$ cat config.mk
export PLATFORM = sky130hd
export DESIGN_NAME = drive_status_signal_generator
export DESIGN_NICKNAME = d
export VERILOG_FILES = /design/src/pkg/drive_status_pkg.sv /design/src/rtl/drive_status_signal_generator.sv
export VERILOG_INCLUDE_DIRS = /design/src /design/src/pkg
export SDC_FILE = /design/constraint.sdc
export NUM_CORES = 2
export LEC_CHECK = 0
export BUFFER_PORTS_ARGS = -buffer_cell sky130_fd_sc_hd__buf_2
export CORE_MARGIN = 2
export CORE_UTILIZATION = 59
export CTS_BUF_LIST = sky130_fd_sc_hd__clkbuf_8
export DETAILED_ROUTE_END_ITERATION = 10
export GPL_TIMING_DRIVEN = 0
export PLACE_DENSITY = 0.77
export SYNTH_ARGS = -nofsm -noshare
export SYNTH_HDL_FRONTEND = slang
export SYNTH_SLANG_ARGS = --single-unit
export TNS_END_PERCENT = 10
$ cat constraint.sdc
create_clock -name clk_sys -period 8.7 [get_ports clk_sys]
set_clock_uncertainty 0.05 [all_clocks]
set_input_delay 0 -clock clk_sys [delete_from_list [all_inputs] [get_ports clk_sys]]
set_output_delay 0 -clock clk_sys [all_outputs]
set_load 0.02 [all_outputs]
$ cat src/pkg/drive_status_params.svh
`ifndef DRIVE_STATUS_PARAMS_SVH
`define DRIVE_STATUS_PARAMS_SVH

// Clock and time base
`define CLK_PERIOD_NS       10
`define TICK_PERIOD_NS      1000000
`define REGEN_HOLD_MS       100
`define STALL_TIME_MS       3000

// Widths
`define FREQ_W              16
`define SPEED_W             17
`define CODE_W              8
`define NUM_TERMINALS       7
`define ADDR_W              8
`define DATA_W              16

// Register byte offsets
`define REG_REACH_BAND      8'h00
`define REG_THRESH1         8'h04
`define REG_REV_THRESH      8'h08
`define REG_THRESH2         8'h0C
`define REG_THRESH3         8'h10
`define REG_LOW_SPEED       8'h14
`define REG_STALL_TORQUE    8'h18
`define REG_STATUS          8'h1C
`define REG_TERM_BASE       8'h20
`define REG_TERM_STEP       8'h04

// Reset values, frequencies in 0.01 Hz, percentages in 1 %
`define RST_REACH_BAND      16'h000A
`define RST_THRESH1         16'h0258
`define RST_REV_THRESH      16'h270F
`define RST_THRESH2         16'h0BB8
`define RST_THRESH3         16'h1770
`define RST_LOW_SPEED       16'h0096
`define RST_STALL_TORQUE    16'h0096
`define RST_TERM_CODE       8'h00
`define REV_THRESH_SAME     16'h270F
`define PERCENT_FULL        8'h64

// Terminal function codes
`define FN_INVERT_OFFSET    8'h64
`define FN_CMD_THRESH1      8'h04
`define FN_CMD_THRESH2      8'h05
`define FN_CMD_THRESH3      8'h06
`define FN_FWD_DIR          8'h1E
`define FN_REV_DIR          8'h1F
`define FN_REGEN            8'h20
`define FN_LOW_SPEED        8'h22
`define FN_FBK_THRESH1      8'h29
`define FN_FBK_THRESH2      8'h2A
`define FN_FBK_THRESH3      8'h2B
`define FN_SHUTOFF          8'h5B
`define FN_FAULT_SECONDARY  8'h5E

// Fault codes that open the supply contactor
`define FC_INRUSH           8'h01
`define FC_CPU              8'h02
`define FC_CPU_5            8'h03
`define FC_CPU_6            8'h04
`define FC_CPU_7            8'h05
`define FC_PARAM_STORE      8'h06
`define FC_PARAM_STORE2     8'h07
`define FC_AUX_SHORT        8'h08
`define FC_PANEL_SHORT      8'h09
`define FC_GROUND_FAULT     8'h0A
`define FC_PHASE_LOSS       8'h0B
`define FC_BRAKE_TR         8'h0C

`endif

$ cat src/pkg/drive_status_pkg.sv
`include "drive_status_params.svh"

package drive_status_pkg;

  typedef enum logic [2:0] {
    CM_VF     = 3'h0,
    CM_AMFV   = 3'h1,
    CM_SLV    = 3'h2,
    CM_VECTOR = 3'h3,
    CM_ENC_FB = 3'h4
  } ctrl_method_t;

  typedef enum logic [1:0] {
    MODE_SPEED    = 2'h0,
    MODE_TORQUE   = 2'h1,
    MODE_POSITION = 2'h2
  } ctrl_mode_t;

  typedef enum logic [1:0] {
    STALL_IDLE    = 2'b00,
    STALL_WATCH   = 2'b01,
    STALL_TRIPPED = 2'b11
  } stall_state_t;

  typedef struct packed {
    ctrl_method_t                method;
    ctrl_mode_t                  mode;
    logic                        running;
    logic                        pre_excitation;
    logic                        dc_brake;
    logic                        start_tuning;
    logic                        regenerating;
    logic                        torque_limit_active;
    logic                        trip;
    logic                        reset_period;
    logic                        fault_reset;
    logic [`CODE_W-1:0]          fault_code;
    logic signed [`SPEED_W-1:0]  output_freq;
    logic signed [`SPEED_W-1:0]  freq_command;
    logic signed [`SPEED_W-1:0]  motor_speed;
    logic [`FREQ_W-1:0]          set_freq;
    logic [`FREQ_W-1:0]          torque;
  } drive_in_t;

  typedef struct packed {
    logic stall_trip_fault;
    logic low_speed_flag;
    logic fbk_thresh3_flag;
    logic cmd_thresh3_flag;
    logic fbk_thresh2_flag;
    logic cmd_thresh2_flag;
    logic fbk_thresh1_flag;
    logic cmd_thresh1_flag;
    logic freq_reached_flag;
    logic supply_contactor_shutoff;
    logic fault_out_secondary;
    logic fault_out_primary;
    logic regen_state_flag;
    logic rev_dir_flag;
    logic fwd_dir_flag;
  } flags_t;

  typedef struct packed {
    logic [`FREQ_W-1:0] reach_band_setting;
    logic [`FREQ_W-1:0] thresh1_setting;
    logic [`FREQ_W-1:0] reverse_thresh_setting;
    logic [`FREQ_W-1:0] thresh2_setting;
    logic [`FREQ_W-1:0] thresh3_setting;
    logic [`FREQ_W-1:0] low_speed_setting;
    logic [`FREQ_W-1:0] stall_torque_level;
  } settings_t;

endpackage

$ cat src/rtl/drive_status_signal_generator.sv
// Our own choices: the strobed register port and the placing of the registers.
`timescale 1ns/10ps
`include "drive_status_params.svh"

module drive_status_signal_generator
  import drive_status_pkg::*;
#(
  parameter int unsigned TICK_CYCLES = `TICK_PERIOD_NS / `CLK_PERIOD_NS
) (
  input  wire logic                      clk_sys,
  input  wire logic                      rst,
  input  wire drive_in_t                 drive_in,
  input  wire logic [`ADDR_W-1:0]        reg_addr,
  input  wire logic [`DATA_W-1:0]        reg_wdata,
  input  wire logic                      reg_wr,
  input  wire logic                      reg_rd,
  output logic      [`DATA_W-1:0]        reg_rdata,
  output logic      [`NUM_TERMINALS-1:0] terminal_out,
  output flags_t                         flags
);

  localparam int unsigned REGEN_HOLD_TICKS =
    (`REGEN_HOLD_MS * 1000000 + `TICK_PERIOD_NS - 1) / `TICK_PERIOD_NS;
  // Divide first: the plain product of ms and ns overflows 32 bits
  localparam int unsigned STALL_TICKS =
    `STALL_TIME_MS / (`TICK_PERIOD_NS / 1000000);

  typedef struct packed {
    settings_t                               set;
    logic [`NUM_TERMINALS-1:0][`CODE_W-1:0]  codes;
    logic [16:0]                             tick_cnt;
    logic                                    tick;
    logic [6:0]                              regen_hold;
    logic [11:0]                             stall_cnt;
    stall_state_t                            stall_state;
    flags_t                                  flags;
    logic [`NUM_TERMINALS-1:0]               terminals;
    logic [`DATA_W-1:0]                      rdata;
  } state_t;

  state_t state;
  state_t next_state;

  function automatic logic [`FREQ_W-1:0] magnitude(
    input logic signed [`SPEED_W-1:0] v
  );
    logic [`SPEED_W-1:0] m;
    m = v[`SPEED_W-1] ? `SPEED_W'(-v) : `SPEED_W'(v);
    return m[`SPEED_W-1] ? {`FREQ_W{1'b1}} : m[`FREQ_W-1:0];
  endfunction

  function automatic logic contactor_fault(input logic [`CODE_W-1:0] code);
    case (code)
      `FC_INRUSH, `FC_CPU, `FC_CPU_5, `FC_CPU_6, `FC_CPU_7,
      `FC_PARAM_STORE, `FC_PARAM_STORE2, `FC_AUX_SHORT, `FC_PANEL_SHORT,
      `FC_GROUND_FAULT, `FC_PHASE_LOSS, `FC_BRAKE_TR: return 1'b1;
      default: return 1'b0;
    endcase
  endfunction

  // Unknown codes leave the terminal low in either polarity
  function automatic logic route(
    input logic [`CODE_W-1:0] code,
    input flags_t             f
  );
    logic [`CODE_W-1:0] base;
    logic               inv;
    logic               val;
    logic               known;
    inv   = code >= `FN_INVERT_OFFSET;
    base  = inv ? code - `FN_INVERT_OFFSET : code;
    known = 1'b1;
    val   = 1'b0;
    case (base)
      `FN_CMD_THRESH1:     val = f.cmd_thresh1_flag;
      `FN_CMD_THRESH2:     val = f.cmd_thresh2_flag;
      `FN_CMD_THRESH3:     val = f.cmd_thresh3_flag;
      `FN_FBK_THRESH1:     val = f.fbk_thresh1_flag;
      `FN_FBK_THRESH2:     val = f.fbk_thresh2_flag;
      `FN_FBK_THRESH3:     val = f.fbk_thresh3_flag;
      `FN_FWD_DIR:         val = f.fwd_dir_flag;
      `FN_REV_DIR:         val = f.rev_dir_flag;
      `FN_REGEN:           val = f.regen_state_flag;
      `FN_LOW_SPEED:       val = f.low_speed_flag;
      `FN_SHUTOFF:         val = f.supply_contactor_shutoff;
      `FN_FAULT_SECONDARY: val = f.fault_out_secondary;
      default:             known = 1'b0;
    endcase
    return known & (val ^ inv);
  endfunction

  // Frequency compare signals
  logic                        vector_method;
  logic                        freq_block;
  logic signed [`SPEED_W-1:0]  cmd_freq;
  logic signed [`SPEED_W-1:0]  fbk_freq;
  logic [`FREQ_W-1:0]          cmd_mag;
  logic [`FREQ_W-1:0]          fbk_mag;
  logic [`FREQ_W-1:0]          cmd_thr1;
  logic [`FREQ_W-1:0]          fbk_thr1;
  logic [`FREQ_W:0]            reach_diff;
  logic [31:0]                 reach_lhs;
  logic [31:0]                 reach_rhs;
  logic                        dir_gate;
  logic                        regen_gate;
  logic                        stall_cond;
  flags_t                      f;

  always_comb begin
    vector_method = drive_in.method == CM_VECTOR;
    unique case (drive_in.method)
      CM_VF, CM_AMFV: begin
        cmd_freq = drive_in.output_freq;
        fbk_freq = drive_in.output_freq;
      end
      CM_ENC_FB: begin
        cmd_freq = drive_in.motor_speed;
        fbk_freq = drive_in.motor_speed;
      end
      default: begin
        cmd_freq = drive_in.freq_command;
        fbk_freq = drive_in.motor_speed;
      end
    endcase
    cmd_mag = magnitude(cmd_freq);
    fbk_mag = magnitude(fbk_freq);

    freq_block = drive_in.dc_brake | drive_in.pre_excitation |
                 drive_in.start_tuning;

    cmd_thr1 = (state.set.reverse_thresh_setting == `REV_THRESH_SAME ||
                !cmd_freq[`SPEED_W-1]) ? state.set.thresh1_setting
                                       : state.set.reverse_thresh_setting;
    fbk_thr1 = (state.set.reverse_thresh_setting == `REV_THRESH_SAME ||
                !fbk_freq[`SPEED_W-1]) ? state.set.thresh1_setting
                                       : state.set.reverse_thresh_setting;

    reach_diff = (fbk_mag >= drive_in.set_freq) ?
                 (`FREQ_W+1)'(fbk_mag - drive_in.set_freq) :
                 (`FREQ_W+1)'(drive_in.set_freq - fbk_mag);
    reach_lhs = 32'(reach_diff) * 32'(`PERCENT_FULL);
    reach_rhs = 32'(drive_in.set_freq) *
                32'(state.set.reach_band_setting);

    dir_gate = vector_method & drive_in.running &
               (!drive_in.pre_excitation ||
                drive_in.mode == MODE_POSITION);
    regen_gate = vector_method & drive_in.running &
                 !drive_in.pre_excitation;

    f = '0;
    f.fwd_dir_flag = dir_gate & !drive_in.motor_speed[`SPEED_W-1] &
                     (drive_in.motor_speed != '0);
    f.rev_dir_flag = dir_gate & drive_in.motor_speed[`SPEED_W-1];

    f.regen_state_flag = regen_gate &
                         (drive_in.regenerating | (state.regen_hold != '0));

    f.fault_out_primary   = drive_in.trip;
    f.fault_out_secondary = drive_in.trip |
                            (state.flags.fault_out_secondary &
                             drive_in.reset_period);
    f.supply_contactor_shutoff = drive_in.trip &
                                 contactor_fault(drive_in.fault_code);

    f.freq_reached_flag = !freq_block & (reach_lhs <= reach_rhs);
    f.cmd_thresh1_flag = !freq_block & (cmd_mag >= cmd_thr1);
    f.fbk_thresh1_flag = !freq_block & (fbk_mag >= fbk_thr1);
    f.cmd_thresh2_flag = !freq_block &
                         (cmd_mag >= state.set.thresh2_setting);
    f.fbk_thresh2_flag = !freq_block &
                         (fbk_mag >= state.set.thresh2_setting);
    f.cmd_thresh3_flag = !freq_block &
                         (cmd_mag >= state.set.thresh3_setting);
    f.fbk_thresh3_flag = !freq_block &
                         (fbk_mag >= state.set.thresh3_setting);
    f.low_speed_flag = !freq_block &
                       (fbk_mag < state.set.low_speed_setting);

    stall_cond = (drive_in.method == CM_SLV || vector_method) &
                 drive_in.mode == MODE_SPEED & drive_in.running &
                 drive_in.torque_limit_active &
                 (fbk_mag <= state.set.low_speed_setting) &
                 (drive_in.torque > state.set.stall_torque_level);
    f.stall_trip_fault = state.stall_state == STALL_TRIPPED;
  end

  always_comb begin
    next_state = state;

    next_state.tick = 1'b0;
    if (state.tick_cnt == 17'(TICK_CYCLES - 1)) begin
      next_state.tick_cnt = '0;
      next_state.tick     = 1'b1;
    end else begin
      next_state.tick_cnt = state.tick_cnt + 17'h0_0001;
    end

    if (drive_in.regenerating && regen_gate) begin
      next_state.regen_hold = 7'(REGEN_HOLD_TICKS);
    end else if (!regen_gate) begin
      next_state.regen_hold = '0;
    end else if (state.tick && state.regen_hold != '0) begin
      next_state.regen_hold = state.regen_hold - 7'h01;
    end

    unique case (state.stall_state)
      STALL_IDLE: begin
        next_state.stall_cnt = '0;
        if (stall_cond) begin
          next_state.stall_state = STALL_WATCH;
        end
      end
      STALL_WATCH: begin
        if (!stall_cond) begin
          next_state.stall_state = STALL_IDLE;
        end else if (state.stall_cnt > 12'(STALL_TICKS)) begin
          next_state.stall_state = STALL_TRIPPED;
        end else if (state.tick) begin
          next_state.stall_cnt = state.stall_cnt + 12'h001;
        end
      end
      STALL_TRIPPED: begin
        if (drive_in.fault_reset) begin
          next_state.stall_state = STALL_IDLE;
        end
      end
      default: next_state.stall_state = STALL_IDLE;
    endcase

    next_state.flags = f;
    for (int i = 0; i < `NUM_TERMINALS; i++) begin
      next_state.terminals[i] = route(state.codes[i], f);
    end

    if (reg_wr) begin
      unique case (reg_addr)
        `REG_REACH_BAND:   next_state.set.reach_band_setting     = reg_wdata;
        `REG_THRESH1:      next_state.set.thresh1_setting        = reg_wdata;
        `REG_REV_THRESH:   next_state.set.reverse_thresh_setting = reg_wdata;
        `REG_THRESH2:      next_state.set.thresh2_setting        = reg_wdata;
        `REG_THRESH3:      next_state.set.thresh3_setting        = reg_wdata;
        `REG_LOW_SPEED:    next_state.set.low_speed_setting      = reg_wdata;
        `REG_STALL_TORQUE: next_state.set.stall_torque_level     = reg_wdata;
        default: begin
          for (int i = 0; i < `NUM_TERMINALS; i++) begin
            if (reg_addr == `ADDR_W'(`REG_TERM_BASE + i * `REG_TERM_STEP))
              next_state.codes[i] = reg_wdata[`CODE_W-1:0];
          end
        end
      endcase
    end

    // Read data stands for one cycle only, zero otherwise
    next_state.rdata = '0;
    if (reg_rd) begin
      unique case (reg_addr)
        `REG_REACH_BAND:   next_state.rdata = state.set.reach_band_setting;
        `REG_THRESH1:      next_state.rdata = state.set.thresh1_setting;
        `REG_REV_THRESH:   next_state.rdata = state.set.reverse_thresh_setting;
        `REG_THRESH2:      next_state.rdata = state.set.thresh2_setting;
        `REG_THRESH3:      next_state.rdata = state.set.thresh3_setting;
        `REG_LOW_SPEED:    next_state.rdata = state.set.low_speed_setting;
        `REG_STALL_TORQUE: next_state.rdata = state.set.stall_torque_level;
        `REG_STATUS:       next_state.rdata = `DATA_W'(state.flags);
        default: begin
          for (int i = 0; i < `NUM_TERMINALS; i++) begin
            if (reg_addr == `ADDR_W'(`REG_TERM_BASE + i * `REG_TERM_STEP))
              next_state.rdata = `DATA_W'(state.codes[i]);
          end
        end
      endcase
    end
  end

  always_ff @(posedge clk_sys or posedge rst) begin
    if (rst) begin
      state                            <= '0;
      state.set.reach_band_setting     <= `RST_REACH_BAND;
      state.set.thresh1_setting        <= `RST_THRESH1;
      state.set.reverse_thresh_setting <= `RST_REV_THRESH;
      state.set.thresh2_setting        <= `RST_THRESH2;
      state.set.thresh3_setting        <= `RST_THRESH3;
      state.set.low_speed_setting      <= `RST_LOW_SPEED;
      state.set.stall_torque_level     <= `RST_STALL_TORQUE;
      state.stall_state                <= STALL_IDLE;
    end else begin
      state <= next_state;
    end
  end

  assign reg_rdata    = state.rdata;
  assign terminal_out = state.terminals;
  assign flags        = state.flags;

endmodule // drive_status_signal_generator

---- Word-level counts from Yosys, hierarchy flattened ----
Memories as Yosys holds them, arrays and structs flattened.
Cells that the tools add are included.
cells by class
  add/subtract/negate cells ............... 14
  multiply operators ...................... 2
  order comparisons ....................... 19
  equal/unequal tests ..................... 114
  muxes and demuxes ....................... 54
  bitwise logic cells ..................... 41
  reductions and logical operators ........ 44
operators by type and width
  cell                                                                                 count
  8-bit by 6-bit == test with 1-bit output, second input constant                      42
  8-bit by 3-bit == test with 1-bit output, second input constant                      22
  16-bit 2-to-1 mux                                                                    11
  8-bit by 5-bit == test with 1-bit output, second input constant                      18
  16-bit one-hot mux with 8 select lines                                               1
  8-bit by 7-bit == test with 1-bit output, second input constant                      14
  16-bit greater-or-equal comparator                                                   7
  17-bit 2-to-1 mux                                                                    5
  1-bit one-hot mux with 12 select lines                                               7
  12-bit OR reduction                                                                  7
  8-bit 2-to-1 mux                                                                     8
  8-bit by 7-bit greater-or-equal comparator with 1-bit output, second input constant  7
  8-bit by 7-bit subtractor with 8-bit output, second input constant                   7
  12-bit 2-to-1 mux                                                                    3
  17-bit negator                                                                       2
  17-bit one-hot mux with 2 select lines                                               1
  16-bit by 16-bit subtractor with 17-bit output                                       2
  24-bit by 32-bit less-or-equal comparator with 1-bit output                          1
  16-bit by 16-bit multiplier with 32-bit output                                       1
  1-bit bitwise AND                                                                    29
  12-bit one-hot mux with 2 select lines                                               1
  3-bit AND reduction                                                                  8
  17-bit by 5-bit multiplier with 22-bit output, second input constant                 1
  7-bit 2-to-1 mux                                                                     3
  38 further kinds                                                                     80
storage, ports and cells
  bits in registers ....................... 245
  ROM bits ................................ 16
  input bits .............................. 133
  output and inout port bits .............. 38
  logic and storage cells ................. 325
  memories ................................ 1
memories
  name             words  bits a word  rd ports  clocked after Yosys merged registers in  wr ports  line                                 text
  (no name shown)  16     1            1         0                                        0         drive_status_signal_generator.sv:53  case (code)

---- Logic depth before layout (Yosys ltp) ----
  depth in word-level cells ............... 11
  mapped depth ............................ 48
  mapped depth without buffers ............ 43

---- Worst setup path after synthesis ----
No wires, ideal clock.
  path type ............................... in2reg
  start ................................... input drive_in[104] (netlist bit)
  end ..................................... register state (netlist bit flags[6])
  library setup time ...................... 128 ps
  arrival time ............................ 8896 ps
  data required time ...................... 8522 ps
  path slack .............................. -374 ps
  stages on the path ...................... 48
  path buffers ............................ 6
  cells stage by stage .................... buf_4 > nor2_2 > buf_6 > buf_2 > mux2i_1 > ha_1 > and3_1 > and2_1 > and3_1 > a21oi_1 > xor2_1 > nand2_1 > ha_1 > clkbuf_1 > and4_1 > and3_1 > a31o_2 > nor2_1 > [12 not listed] > a21o_1 > a21o_1 > a21oi_1 > o31ai_1 > o21ai_0 > o21ai_0 > o21a_1 > nor2_1 > xnor2_1 > ha_1 > nand2_1 > nor3_1 > nor2_1 > o22ai_1 > nand4b_1 > or4_1 > nor4_1 > a21oi_1
RTL lines
  element               line                                  text
  start, declared       drive_status_signal_generator.sv:12   input wire drive_in_t drive_in,
  end signal, assigned  drive_status_signal_generator.sv:288  state <= next_state;
  end, declared         drive_status_signal_generator.sv:41   state_t state;

==> results.md <==
* Status: finished, final reports clean
* Sequential share of power at 14.6%
* Via-to-Cell Ratio at 6.31
* FFs w/ async S/R, synth at 100%
* Max FO, Critical Path at 10
* Fin. Hold Viols at 0
* Yosys cell types at 92
* Share of cells above drive strength 1 at 19.3%
* Dpl hpwl at 78.3 mm
* CTS tree: built
* Syn nets at 4268
* Initial DRT Pass Iterations at 6
* Starting DRT DRC Count at 2681
* Final Slew Violations at 0
* Final Critical Period at 8.45 ns
* Synthesis-stage register bit count at 245
* Slew headroom at 8.73%
* Design Area, Final at 35700 µm²
* Sequential share of the synthesized area at 19.6%
* WS Path Type: register to register
* Mean area per synthesized cell at 8.82 µm²
* Startpoint types: register
* Final setup vio count at 0
* Total CTS buffers at 39
* PD cells at 238 nW/µm²
* DP Area at 33300 µm²
* Initial antenna violation count at 6
* H-tree levels at 2
* Clk sink count at 245
* Min-Delay Path Class: input pin to register
* Internal power at 4470 µW
* Clk_lat worst skew at 0.56 ns
* VDD IR max at 0.000499 V
* Grt total ovfl at 0
* FP Rows at 84
* Cell taking the most area after synthesis: dfrtp_1
* Synth Flop Type: dfrtp_1
* DIE HEIGHT at 235 µm
* FMAX at 118 MHz
* Core ar. at 52700 µm²
* CP most frequent cell: fa_1
* CP peak stage delay at 0.55 ns
* Slew @ Worst Pin at 1.33 ns
* DR vias at 28900
* Post-layout net count at 4563
* Area Growth Syn to Fin at 13.6%
* Clk slew on worst S/H paths at 0.07 ns
* Top-level I/O count at 171
* Switching share of power at 47.5%
* Cells after DPL at 4427
* Port buffer count at 168
* WL per Instance at 22.3 µm
* Max cap viols at 0
* Chip Width at 235 µm
* Global-route wire length before repair at 155 mm
* P_sw at 4040 µW
* Crit path arrival time at 8.82 ns
* Cell Area, Synth at 31500 µm²
* Top cell type's share of synthesized area at 16.6%
* Synth warn at 0
* Lkg Pwr at 0.0171 µW
* Routability congestion estimate at 0.989
* Mapped Cells at 3568
* Clock share of power at 12.6%
* Total power at 8510 µW
* Detail Route Antenna Nets at 0
* CTS root buffer: clkbuf_8
* CTS Buffer Depth at 3
* Starting Density at 59.7%
* DIE AREA at 55200 µm²
* Total global routing track utilization at 35.7%
* Gate power share at 72.7%
* Post-route non-filler standard cell count at 4584
* Crit. End Element: register
* Post-synth EDFFs at 0
* Largest cells by area after synthesis: dfrtp_1, ha_1, fa_1
* Vias in the first global route at 27800
* # DRC at 0
* Largest net degree at the start of global routing at 132
* Worst Path Required at 9.07 ns
* Crit share post-route at 97.1%
* Slowest CP cell: fa_1
* Total Wirelength at 102 mm
final cells by class:
type                            instances  area [µm²]
Antenna cell                            5        12.5
Clock buffer                           47         647
Multi-Input combinational cell       2708       23600
Timing Repair Buffer                  272        1730
Clock inverter                         22         174
Fill cell                            4235       16900
Sequential cell                       245        6190
Buffer                                184         968
Tap cell                              688         861
Inverter                              413        1560
per-layer routing:
layer  global-route usage [%]  wire length (µm)
met1                     47.0             40400
met2                     56.5             45800
met3                     6.33              9620
met4                     18.4              6190
met5                        0                49
power groups by stage:
| stage | Combinational (µW) | Sequential [µW] | Clock [µW] |
|---|---|---|---|
| floorplan | 3770 | 1230 | 0 |
| global placement | 4900 | 1260 | 0 |
| detailed placement | 5020 | 1260 | 0 |
| CTS | 5400 | 1240 | 1080 |
| global route | 6880 | 1250 | 1130 |
| finish | 6190 | 1240 | 1080 |
cells in the final DEF, fill, tap and decap left out, drive strengths merged, types with 23 or more instances in the layout:
cell type | synthesis | final
a31oi | 48 | 48
o21ai | 116 | 116
mux2 | 180 | 180
nor2b | 38 | 38
nand2b | 29 | 29
nor3 | 73 | 73
nand3 | 65 | 65
a22oi | 38 | 38
clkbuf | 143 | 167
inv | 412 | 421
nor2 | 176 | 176
dfrtp | 209 | 209
nand4 | 34 | 34
a221oi | 29 | 29
ha | 359 | 359
xnor2 | 70 | 70
buf | 59 | 307
a211oi | 27 | 27
or2 | 23 | 23
a21o | 58 | 58
xor2 | 42 | 42
o21a | 30 | 30
o211ai | 24 | 24
and2 | 133 | 133
a21oi | 153 | 153
and3 | 32 | 32
nand2 | 324 | 324
fa | 208 | 208
dlygate4sd3 | 0 | 29
mux2i | 64 | 64
dfstp | 36 | 36
a22o | 36 | 36
metrics by stage:
step | utilization, % | TNS [ns] | hold slack, ns | setup WS (ns)
finish | 67.9 | 0 | 0.0403 | 0.250
global route | 67.9 | -0.0975 | 0.0194 | -0.0975
CTS | 66.2 | 0 | 0.00345 | 0.00345
detailed placement | 63.2 | -2.07 | 0.0860 | -2.07
global placement | 63.1 | -155.00 | 0.0832 | -2.08
floorplan | - | 0 | -0.0186 | 0.00784
critical path, delay by kind of cell, from the launching register on:
family	cells	cell delay (ns)
buf+inv	6	0.57
xor+xnor	1	0.32
simple gates	7	1.29
compound gates	9	1.78
fa+ha+maj	8	3.79
flops	1	0.48
registers in the layout, indices dropped and copies added, names as in the netlist:
name          count
terminal_out      7
state           207
reg_rdata        16
flags            15
cells by family (layout without fill, tap and decap cells):
family	after synthesis	after routing	synth area share (%)
AOI/OAI and AO/OA	750	750	16.7
xor gates and xnor gates	112	112	3.12
adders and majority gates	567	567	27.5
buffers and inverters	615	938	7.92
DFF	245	245	19.6
muxes	244	244	8.48
other	0	5	0
and+or+nand+nor	1035	1035	16.7
final timing paths:
| check | startpoint | to | slack [ns] | depth (start not counted) |
|---|---|---|---|---|
| worst max-delay path | state[237] | flags[6] | 0.25 | 31 |
| worst min-delay path | drive_in[102] | flags[1] | 0.04 | 4 |
| worst max register to register | state[237] | flags[6] | 0.25 | 31 |
| worst min register to register | state[60] | state[60] | 0.42 | 1 |
| max in group asynchronous | rst | state[69] | 7.41 | 4 |
| min in group asynchronous | rst | state[111] | 0.07 | 3 |
cells in the mapped netlist, types with 38 or more instances:
cell,number
inv_1,412
ha_1,359
nand2_1,315
dfrtp_1,209
fa_1,208
mux2_2,180
nor2_1,174
a21oi_1,152
clkbuf_1,142
and2_1,133
o21ai_0,116
nor3_1,71
xnor2_1,70
nand3_1,65
mux2i_1,64
a21o_1,58
a31oi_1,47
xor2_1,42
buf_4,39
a22oi_1,38
nor2b_1,38
timing repair:
item / CTS / global route
buffers inserted: 20 / 51
endpoints found under the hold margin: 221 / 0
setup endpoints to repair: 1 / 1
hold buffers: 29 / 0
pin swaps: 18 / 41
cloned: 1 / 0
gates resized for setup: 82 / 137
Power figures use the tool's default switching activity.
